--- src/rtl/agcr_consts.vh ---
// constants for the pin config, id and channel map register bank
// assumes: included by bare name from the rtl/ folder
`ifndef AGCR_CONSTS_VH
`define AGCR_CONSTS_VH

// register indices; byte address is four times the index
`define AGCR_IDX_PINCFG   8'h06
`define AGCR_IDX_IDCODE   8'h07
`define AGCR_IDX_MAP0     8'h10

// pin config register, low byte only
`define AGCR_PINCFG_MASK  8'h3f
`define AGCR_PINCFG_RST   8'h00
`define AGCR_BIT_IN1      5
`define AGCR_BIT_IN0      4
`define AGCR_BIT_OUT1     3
`define AGCR_BIT_OUT0     2
`define AGCR_BIT_LVL1     1
`define AGCR_BIT_LVL0     0

// channel map registers
`define AGCR_MAP_MASK     16'hb3ff
`define AGCR_MAP0_RST     16'h8001
`define AGCR_MAPN_RST     16'h0001
`define AGCR_BIT_CHEN     15
`define AGCR_SETUP_HI     13
`define AGCR_SETUP_LO     12
`define AGCR_POS_HI       9
`define AGCR_POS_LO       5
`define AGCR_NEG_HI       4
`define AGCR_NEG_LO       0

// apb answer timing, in clock cycles after the setup edge
`define AGCR_APB_WAIT     1

`endif

--- src/rtl/agcr_regs.v ---
// register bank: general pin config, id code and channel maps,
// with the channel sequencer and two general pins
// assumes: apb master on CORE_CLK, pins outside this clock domain
//
// The APB register port was left to the implementer.
`timescale 1ns/1ns
`include "agcr_consts.vh"
module agcr_regs #(
    parameter        NUM_CH  = 4,
    parameter        CW      = 2,
    parameter [15:0] ID_CODE = 16'h5a3c  // arbitrary value
) (
    // clock and reset
    input  wire        CORE_CLK,
    input  wire        RESET,
    // apb slave
    input  wire        PSEL,
    input  wire        PENABLE,
    input  wire        PWRITE,
    input  wire [11:0] PADDR,
    input  wire [31:0] PWDATA,
    input  wire [3:0]  PSTRB,
    output reg  [31:0] PRDATA,
    output reg         PREADY,
    output reg         PSLVERR,
    // general pin zero
    input  wire        PIN0_IN,
    output reg         PIN0_OUT,
    output reg         PIN0_OE_N,
    // general pin one
    input  wire        PIN1_IN,
    output reg         PIN1_OUT,
    output reg         PIN1_OE_N,
    // converter side
    input  wire        CONV_DONE,
    output wire [1:0]  ACTIVE_CH,
    output wire        CONV_RUN,
    output reg  [1:0]  ACTIVE_SETUP,
    output reg  [4:0]  ACTIVE_POS,
    output reg  [4:0]  ACTIVE_NEG
);

    // pin config storage, low byte
    reg  [7:0]  pincfg_r;
    // channel map storage, one entry per channel
    reg  [15:0] map_r [0:NUM_CH-1];
    // pin input synchronisers
    reg         pin0_meta_r;
    reg         pin0_sync_r;
    reg         pin1_meta_r;
    reg         pin1_sync_r;

    // apb decode
    wire        aligned;     // word aligned address
    wire [7:0]  idx;         // register index
    wire [7:0]  map_off;     // offset into channel maps
    wire        hit_pin;     // pin config selected
    wire        hit_id;      // id register selected
    wire        hit_map;     // some channel map selected
    wire        hit;         // any mapped register
    wire [CW-1:0] map_sel;   // channel map entry
    wire        setup_go;    // setup phase edge
    wire        wr_go;       // write completes this edge
    reg  [31:0] rd_val;      // read data mux
    wire [15:0] map_mask;    // writable bits of a channel map

    // channel enables for the sequencer
    wire [NUM_CH-1:0] ch_en;
    wire [CW-1:0]     cur_ch;

    // address decode
    assign aligned  = (PADDR[1:0] == 2'b00);
    assign idx      = PADDR[9:2];
    assign map_off  = idx - `AGCR_IDX_MAP0;
    assign hit_pin  = aligned && (idx == `AGCR_IDX_PINCFG);
    assign hit_id   = aligned && (idx == `AGCR_IDX_IDCODE);
    assign hit_map  = aligned && (idx >= `AGCR_IDX_MAP0)
                      && (map_off < NUM_CH)
                      && (PADDR[11:10] == 2'b00);
    assign hit      = hit_pin || hit_id || hit_map;
    assign map_sel  = map_off[CW-1:0];
    assign map_mask = `AGCR_MAP_MASK;
    assign setup_go = PSEL && !PENABLE;
    assign wr_go    = PSEL && PENABLE && PREADY && PWRITE;

    // read mux; reserved bits come back zero
    always @* begin
        rd_val = 32'h0000_0000;
        if (hit_pin) begin
            rd_val[7:0] = pincfg_r;
            // sampled level when input enabled, else stored value
            if (pincfg_r[`AGCR_BIT_IN1]) begin
                rd_val[`AGCR_BIT_LVL1] = pin1_sync_r;
            end
            if (pincfg_r[`AGCR_BIT_IN0]) begin
                rd_val[`AGCR_BIT_LVL0] = pin0_sync_r;
            end
        end else if (hit_id) begin
            rd_val[15:0] = ID_CODE;
        end else if (hit_map) begin
            rd_val[15:0] = map_r[map_sel];
        end
    end

    // apb answer: ready in the first access cycle, no wait state, data latched at setup
    always @(posedge CORE_CLK) begin
        if (RESET) begin
            PRDATA  <= 32'h0000_0000;
            PREADY  <= 1'b0;
            PSLVERR <= 1'b0;
        end else if (setup_go) begin
            PRDATA  <= PWRITE ? 32'h0000_0000 : rd_val;
            PREADY  <= 1'b1;
            PSLVERR <= !hit;
        end else begin
            // access phase done, or master left
            PRDATA  <= 32'h0000_0000;
            PREADY  <= 1'b0;
            PSLVERR <= 1'b0;
        end
    end

    // pin config register write, low byte lane only
    always @(posedge CORE_CLK) begin
        if (RESET) begin
            pincfg_r <= `AGCR_PINCFG_RST;
        end else if (wr_go && hit_pin && !PSLVERR && PSTRB[0]) begin
            // reserved bits dropped on store
            pincfg_r <= PWDATA[7:0] & `AGCR_PINCFG_MASK;
        end
    end

    // channel map entries, one writer each
    genvar g;
    generate
        for (g = 0; g < NUM_CH; g = g + 1) begin : map_gen
            wire sel_g;   // this entry addressed
            assign sel_g = wr_go && hit_map && (map_sel == g);
            always @(posedge CORE_CLK) begin
                if (RESET) begin
                    // channel zero on, negative input one
                    map_r[g] <= (g == 0) ? `AGCR_MAP0_RST
                                         : `AGCR_MAPN_RST;
                end else if (sel_g) begin
                    // per byte lane, reserved bits kept zero
                    if (PSTRB[0]) begin
                        map_r[g][7:0] <= PWDATA[7:0];
                    end
                    if (PSTRB[1]) begin
                        map_r[g][15:8] <= PWDATA[15:8]
                                          & map_mask[15:8];
                    end
                end
            end
            assign ch_en[g] = map_r[g][`AGCR_BIT_CHEN];
        end
    endgenerate

    // two flip-flop synchronisers on the pin inputs
    always @(posedge CORE_CLK) begin
        if (RESET) begin
            pin0_meta_r <= 1'b0;
            pin0_sync_r <= 1'b0;
            pin1_meta_r <= 1'b0;
            pin1_sync_r <= 1'b0;
        end else begin
            pin0_meta_r <= PIN0_IN;
            pin0_sync_r <= pin0_meta_r;
            pin1_meta_r <= PIN1_IN;
            pin1_sync_r <= pin1_meta_r;
        end
    end

    // pin drivers; enable is active low, off after reset
    always @(posedge CORE_CLK) begin
        if (RESET) begin
            PIN0_OUT  <= 1'b0;
            PIN0_OE_N <= 1'b1;
            PIN1_OUT  <= 1'b0;
            PIN1_OE_N <= 1'b1;
        end else begin
            // stored level drives only when output enabled
            PIN0_OUT  <= pincfg_r[`AGCR_BIT_LVL0];
            PIN1_OUT  <= pincfg_r[`AGCR_BIT_LVL1];
            // no output enable leaves the pin floating
            PIN0_OE_N <= !pincfg_r[`AGCR_BIT_OUT0];
            PIN1_OE_N <= !pincfg_r[`AGCR_BIT_OUT1];
        end
    end

    // sequencer over the enabled channels
    agcr_seq #(
        .NUM_CH    (NUM_CH),
        .CW        (CW)
    ) u_seq (
        .clk       (CORE_CLK),
        .rst       (RESET),
        .ch_en     (ch_en),
        .conv_done (CONV_DONE),
        .cur_ch_r  (cur_ch),
        .run_r     (CONV_RUN)
    );

    assign ACTIVE_CH = cur_ch;

    // setup and inputs of the selected channel
    always @(posedge CORE_CLK) begin
        if (RESET) begin
            ACTIVE_SETUP <= 2'b00;
            ACTIVE_POS   <= 5'h00;
            ACTIVE_NEG   <= 5'h01;
        end else begin
            // one of four setups per channel
            ACTIVE_SETUP <= map_r[cur_ch][`AGCR_SETUP_HI:`AGCR_SETUP_LO];
            ACTIVE_POS   <= map_r[cur_ch][`AGCR_POS_HI:`AGCR_POS_LO];
            ACTIVE_NEG   <= map_r[cur_ch][`AGCR_NEG_HI:`AGCR_NEG_LO];
        end
    end

endmodule

--- src/rtl/agcr_seq.v ---
// channel sequencer: steps through enabled channels on each
// finished conversion
// assumes: conv_done is a one-cycle pulse on the same clock
`timescale 1ns/1ns
module agcr_seq #(
    parameter NUM_CH = 4,
    parameter CW     = 2
) (
    // clock and reset
    input  wire              clk,
    input  wire              rst,
    // channel enables and conversion event
    input  wire [NUM_CH-1:0] ch_en,
    input  wire              conv_done,
    // selected channel and run flag
    output reg  [CW-1:0]     cur_ch_r,
    output reg               run_r
);

    reg [CW-1:0] next_ch;   // next enabled channel after current
    reg          found;     // some other channel enabled
    reg [CW-1:0] cand;      // candidate index in search
    integer      k;         // search offset

    // search upward, wrapping, for the next enabled channel
    always @* begin
        next_ch = cur_ch_r;
        found   = 1'b0;
        cand    = cur_ch_r;
        for (k = 1; k < NUM_CH; k = k + 1) begin
            cand = cur_ch_r + k[CW-1:0];
            if (!found && ch_en[cand]) begin
                next_ch = cand;
                found   = 1'b1;
            end
        end
    end

    // advance on a finished conversion, or leave a disabled one
    always @(posedge clk) begin
        if (rst) begin
            cur_ch_r <= {CW{1'b0}};
            run_r    <= 1'b0;
        end else begin
            run_r <= |ch_en;
            // lone channel: search finds nothing, stays put
            if (found && (conv_done || !ch_en[cur_ch_r])) begin
                cur_ch_r <= next_ch;
            end
        end
    end

endmodule
--- config.mk ---
export PLATFORM = sky130hd
export DESIGN_NAME = agcr_regs
export DESIGN_NICKNAME = d
export VERILOG_FILES = /design/src/rtl/agcr_regs.v /design/src/rtl/agcr_seq.v
export VERILOG_INCLUDE_DIRS = /design/src /design/src/rtl
export SDC_FILE = /design/constraint.sdc
export NUM_CORES = 1
export LEC_CHECK = 0
export BUFFER_PORTS_ARGS = -buffer_cell sky130_fd_sc_hd__buf_2
export CORE_AREA = 2 2 94 96
export CTS_CLUSTER_SIZE = 40
export DETAILED_ROUTE_END_ITERATION = 8
export DIE_AREA = 0 0 96 98
export GPL_ROUTABILITY_DRIVEN = 0
export PLACE_DENSITY_LB_ADDON = 0.15
export SYNTH_ARGS = -nofsm -noshare
export SYNTH_HDL_FRONTEND = slang
export SYNTH_SLANG_ARGS = --single-unit
--- constraint.sdc ---
create_clock -name CORE_CLK -period 3.1 [get_ports CORE_CLK]
set_input_delay 0.465 -clock CORE_CLK [delete_from_list [all_inputs] [get_ports CORE_CLK]]
set_output_delay 0.465 -clock CORE_CLK [all_outputs]
set_load 0.02 [all_outputs]
==> Word level (Yosys, flattened, before mapping) <==
Memory sizes are Yosys's and may differ from the RTL's. A register that Yosys moved wholly into a read port is not among the register bits.
Index checks and enable logic that the tools add are counted.
{ "totals": {"regBits": 51, "ram_bits": 52, "out_inout_bits": 53, "memories": 1} }
{ "memory_table": {"columns": ["memory", "words", "width", "rd", "rd_ports_with_merged_regs", "wr", "line_no", "text"], "rows": [
  ["map_r", 4, 13, 6, 1, 4, "agcr_regs.v:46", "reg [15:0] map_r [0:NUM_CH-1];"]
]} }
{ "op_classes": {"add_sub_neg": 4, "order_cmp": 6, "eq_ne": 5, "n_mux": 56, "n_bitwise": 10, "n_reduce_logical": 41} }
{ "op_table": {"columns": ["cell", "n"], "rows": [
  ["$mux W8", 5],
  ["$mux W1", 38],
  ["$mux W15", 2],
  ["$logic_and A1 B1 Y1", 20],
  ["$mux W5", 4],
  ["$eq A8 B3 Y1 const B", 2],
  ["$lt A2 B3 Y1 const B", 4],
  ["$bmux W1 S2", 4],
  ["$ge A8 B5 Y1 const B", 1],
  ["$logic_not A1 Y1", 8],
  ["$lt A8 B3 Y1 const B", 1],
  ["$or A1 B1 Y1", 8],
  ["$reduce_or A4 Y1", 2],
  ["$sub A8 B5 Y8 const B", 1],
  ["$logic_not A2 Y1", 3],
  ["$mux W2", 3],
  ["$reduce_or A6 Y1", 1],
  ["$add A2 B2 Y2 const B", 2],
  ["$eq A2 B2 Y1 const B", 2],
  ["$logic_or A1 B1 Y1", 3],
  ["$reduce_bool A3 Y1", 1],
  ["$reduce_or A3 Y1", 1],
  ["$add A2 B1 Y2 const B", 1],
  ["$eq A2 B1 Y1 const B", 1],
  ["3 further kinds", 4]
]} }

==> Longest topological paths before layout <==
{ "logic_depth": {"depth_word": 12, "ltp_mapped": 8, "ltp_nobuf": 5} }

==> Hierarchy <==
A second synthesis with hierarchy kept.
{ "unflattened": {"hier_cells": 359, "area_unflattened_um2": 4459.3} }
{ "modules_own_cells": {"columns": ["mod", "instances", "cells_each", "area_per_inst_um2"], "rows": [
  ["agcr_regs", 1, 324, 4144.0],
  ["agcr_seq", 1, 35, 315.3]
]} }

==> Worst setup path before layout <==
No wires, ideal clock.
{ "synth_path": {"path_type": "in2reg", "startpoint": "input PADDR[4]", "endpoint": "memory map_r[3][0] (netlist name), enable pin", "arrival_ps": 2163, "setup_slack_ps": 563, "stages": 4, "path_buffers": 0, "path_cell_list": "or4b_2 > nor4_1 > nand2_1 > o21bai_1"} }
{ "synth_lines": {"columns": ["item", "line_no", "text"], "rows": [
  ["start, declared", "agcr_regs.v:20", "input wire [11:0] PADDR,"],
  ["end, declared", "agcr_regs.v:46", null]
]} }

==> results summary <==
The critical path goes through buf_2 > or4b_2 > nor4_1 > buf_4 > nand2_1 > o21bai_1. The TritonCTS buffer count came out at 9. The remaining number of nets flagged by the antenna check after routing is 0. Setup repair after global routing left no endpoint under its margin. The clock drives 97 sinks. The worst register-to-register path begins at PREADY.

The min-delay analysis places its worst path in the category in2reg. In this run the biggest area consumer among cell types represents 35.7% of the synthesized area. The total count of hold-check failures in the final report is 0. The part of the Yosys area used for sequential elements is 56.4%. The count of buffers from port buffering came out at 70. The final routed wirelength across all metal layers is 9.31 mm. The critical path is of the in2reg type. For this run, design rule violations remaining after detail routing come to 0. The largest stage delay on the critical path is 0.70 ns. The detailed-routing iteration count for the pre-antenna-repair pass came out at 4. Power spread over the standard cell area amounts to 561 nW/um^2.

STA classifies the critical path startpoint as an input pin. Setup violations remaining at the end of the flow were counted as 0. The largest buffer count on any clock path is 2.

The total count of max-transition violations in the final report came out at 0. The start point of the critical path is PADDR[4]. Counting flops and latches in the post-synthesis netlist gives 97.

The number of instances resized during post-cts repair is 0. sky130_fd_sc_hd__edfxtp_1 takes more of the synthesized area than any other cell. The first-pass GRT wire length came out at 14.6 mm. The core region area is 8470 sq um. The run finished with clean final reports. The ratio of final minimum period to clock period is 76.6%. The final worst clock skew is 0.0152 ns.

The worst setup margin came out at 0.725 ns. After the first detailed-routing iteration, the DRC count stood at 163. TritonCTS built the clock tree. The relative area change from synthesis to final layout is 15.0%. The via count of the first global-routing pass came out at 2874. Using the TritonRoute via totals, the vias-per-cell ratio works out to 5.35.

The detailed-route via count came out at 2860. The area of the mapped netlist came out at 4370 sq um. Entering global routing, the biggest net connects 30 pins. The final critical-path required period came out at 2.37 ns. In the global route stage, overall resource usage came out at 21.1%.

The row count is 34. The cell family contributing the most delay on the critical path is simple AND/OR/NAND/NOR gates. The number of antenna repair diodes came out at 0. Summed over all cells, the static leakage comes to 0.00207 uW.

The tool flagged a number of max-cap violations equal to 0. The die span in y came out at 98 um. The most used flip-flop cell after synthesis is sky130_fd_sc_hd__edfxtp_1. By area the synthesized netlist is led by sky130_fd_sc_hd__edfxtp_1 36%, sky130_fd_sc_hd__dfxtp_1 21%, sky130_fd_sc_hd__mux4_2 13%.

The filler cell count is 730. The area of the die is 9410 sq um. The initial core utilization came out at 51.6%. Along the worst path, the maximum fanout reaches 5. VDD sags by at most 275 uV.

The tree is rooted in a sky130_fd_sc_hd__clkbuf_8. The initial antenna violation count came out at 0. Cells with a size suffix above 1 make up 31.1% of the layout. The non-filler instance count after layout came out at 535. The overall die width is 96 um. The share of flip-flops with an asynchronous set or reset is 0%.

The total negative setup slack is 0 ns. The number of distinct library cell variants in the gate-level netlist after synthesis came out at 39. The post-CTS setup-driven buffer insertion count came out at 0. The power consumption is 2820 uW.

The worst setup path is captured at a flip-flop. The count of flip-flops with a built-in enable after synthesis is 52. The mean area per synthesized cell came out at 12.7 sq um. The routed wire length per instance is 17.4 um. The placed instance count is 519.

The maximum level of the CTS H-tree came out at 3. Hold timing on the final database bottoms out at a slack of 0.309 ns. In this run, post-CTS hold repair placed 0 buffers. By instance count, the leading cell after synthesis is sky130_fd_sc_hd__edfxtp_1.

Detailed placement ended at an HPWL of 6.49 mm. The worst hold path begins at PENABLE. Clock latency on the worst-skew pair, taken at its later pin, is 0.36 ns.

Measured against its own limit, the worst slew margin works out to 58.7%. The worst slack at placement came out at 0.351 ns. Summed over all layers, the global routing overflow is 0.

Data on the critical path is required at its endpoint by 3.09 ns. In the final design database the tool counted 478 nets. STA puts the critical path data arrival time at 2.37 ns. The number of warnings issued by yosys came out at 0. After clock tree synthesis, the clock-pin slew on the worst setup and hold paths is 0.09 ns. The number of buffers and inverters on the critical path is 2. The cell count after synthesis came out at 345.

The pin slew with the least headroom to its limit is 0.619 ns. The maximum clock rate is 421 MHz. Among all stages on the critical path, the largest delay is contributed by sky130_fd_sc_hd__or4b_2.

Ranked by instance count, the synthesized netlist is headed by 52 x sky130_fd_sc_hd__edfxtp_1, 47 x sky130_fd_sc_hd__and2_1, 45 x sky130_fd_sc_hd__dfxtp_1, 26 x sky130_fd_sc_hd__nor2_1, 25 x sky130_fd_sc_hd__mux4_2. The I/O pin count is 109.
-- sequential cells by signal, indices dropped and copies added (netlist names), 2 cells and up --
name and flops:
pincfg_r 6, map_r 52, ACTIVE_NEG 5, PRDATA 14, ACTIVE_POS 5, u_seq.cur_ch_r 2, ACTIVE_SETUP 2
-- per-layer routing --
metal  GRT usage, %  up-vias  routed length, um
li1               -     1360                  -
met1           28.2     1396               3990
met2           34.8       91               4580
met3           4.78       13                588
met4           5.49        0                144
met5              0        -                  0
-- where the power goes --
part / switching [uW] / internal [uW] / total, uW
Sequential: 40.4 / 1410 / 1450
Clock: 461 / 357 / 817
Combinational: 295 / 255 / 550
-- cells in the final DEF, fill, tap and decap left out, types with 10 or more instances in the layout --
master,Yosys,final
sky130_fd_sc_hd__and2_1,47,47
sky130_fd_sc_hd__buf_2,3,70
sky130_fd_sc_hd__buf_4,18,16
sky130_fd_sc_hd__conb_1,1,17
sky130_fd_sc_hd__dfxtp_1,45,45
sky130_fd_sc_hd__edfxtp_1,52,52
sky130_fd_sc_hd__mux2i_1,10,10
sky130_fd_sc_hd__mux4_2,25,25
sky130_fd_sc_hd__nand2_1,12,12
sky130_fd_sc_hd__nor2_1,26,26
sky130_fd_sc_hd__nor2b_1,17,17
-- metrics by stage --
step                      utilization (%)  area, sq um
after floorplan                         -         4430
after detailed placement             57.0         4830
after global placement               57.0         4830
after CTS                            59.3         5020
after global routing                 59.3         5020
final                                59.3         5020
-- path summary, 6_finish.rpt --
path	end	slack, ns	cells past startpoint
max reg2reg	map_r[0][12]	1.10	5
min	PREADY	0.31	2
min reg2reg	PIN0_OE_N	0.42	1
max	map_r[0][12]	0.73	6
-- logic make-up (layout without fill, tap and decap cells) --
| logic type | after synthesis | after routing | share of synthesized area (%) |
|---|---|---|---|
| compound gates | 28 | 28 | 4.50 |
| simple gates | 140 | 140 | 18.3 |
| other cells | 1 | 17 | 0.0859 |
| flops | 97 | 97 | 56.4 |
| mux | 36 | 36 | 15.4 |
| buf+inv | 43 | 109 | 5.33 |
-- layout make-up --
cell class / instances / area [sq um] / share of cell area (%)
clock buffers: 11 / 153 / 3.04
clock inverters: 5 / 43.8 / 0.872
inverters: 7 / 26.3 / 0.523
multi-input cells: 221 / 1730 / 34.5
flip-flops and latches: 97 / 2460 / 49.0
well taps: 108 / 135 / 2.69
repair buffers: 86 / 470 / 9.36
Note: power is estimated with default switching activity, not from simulation.
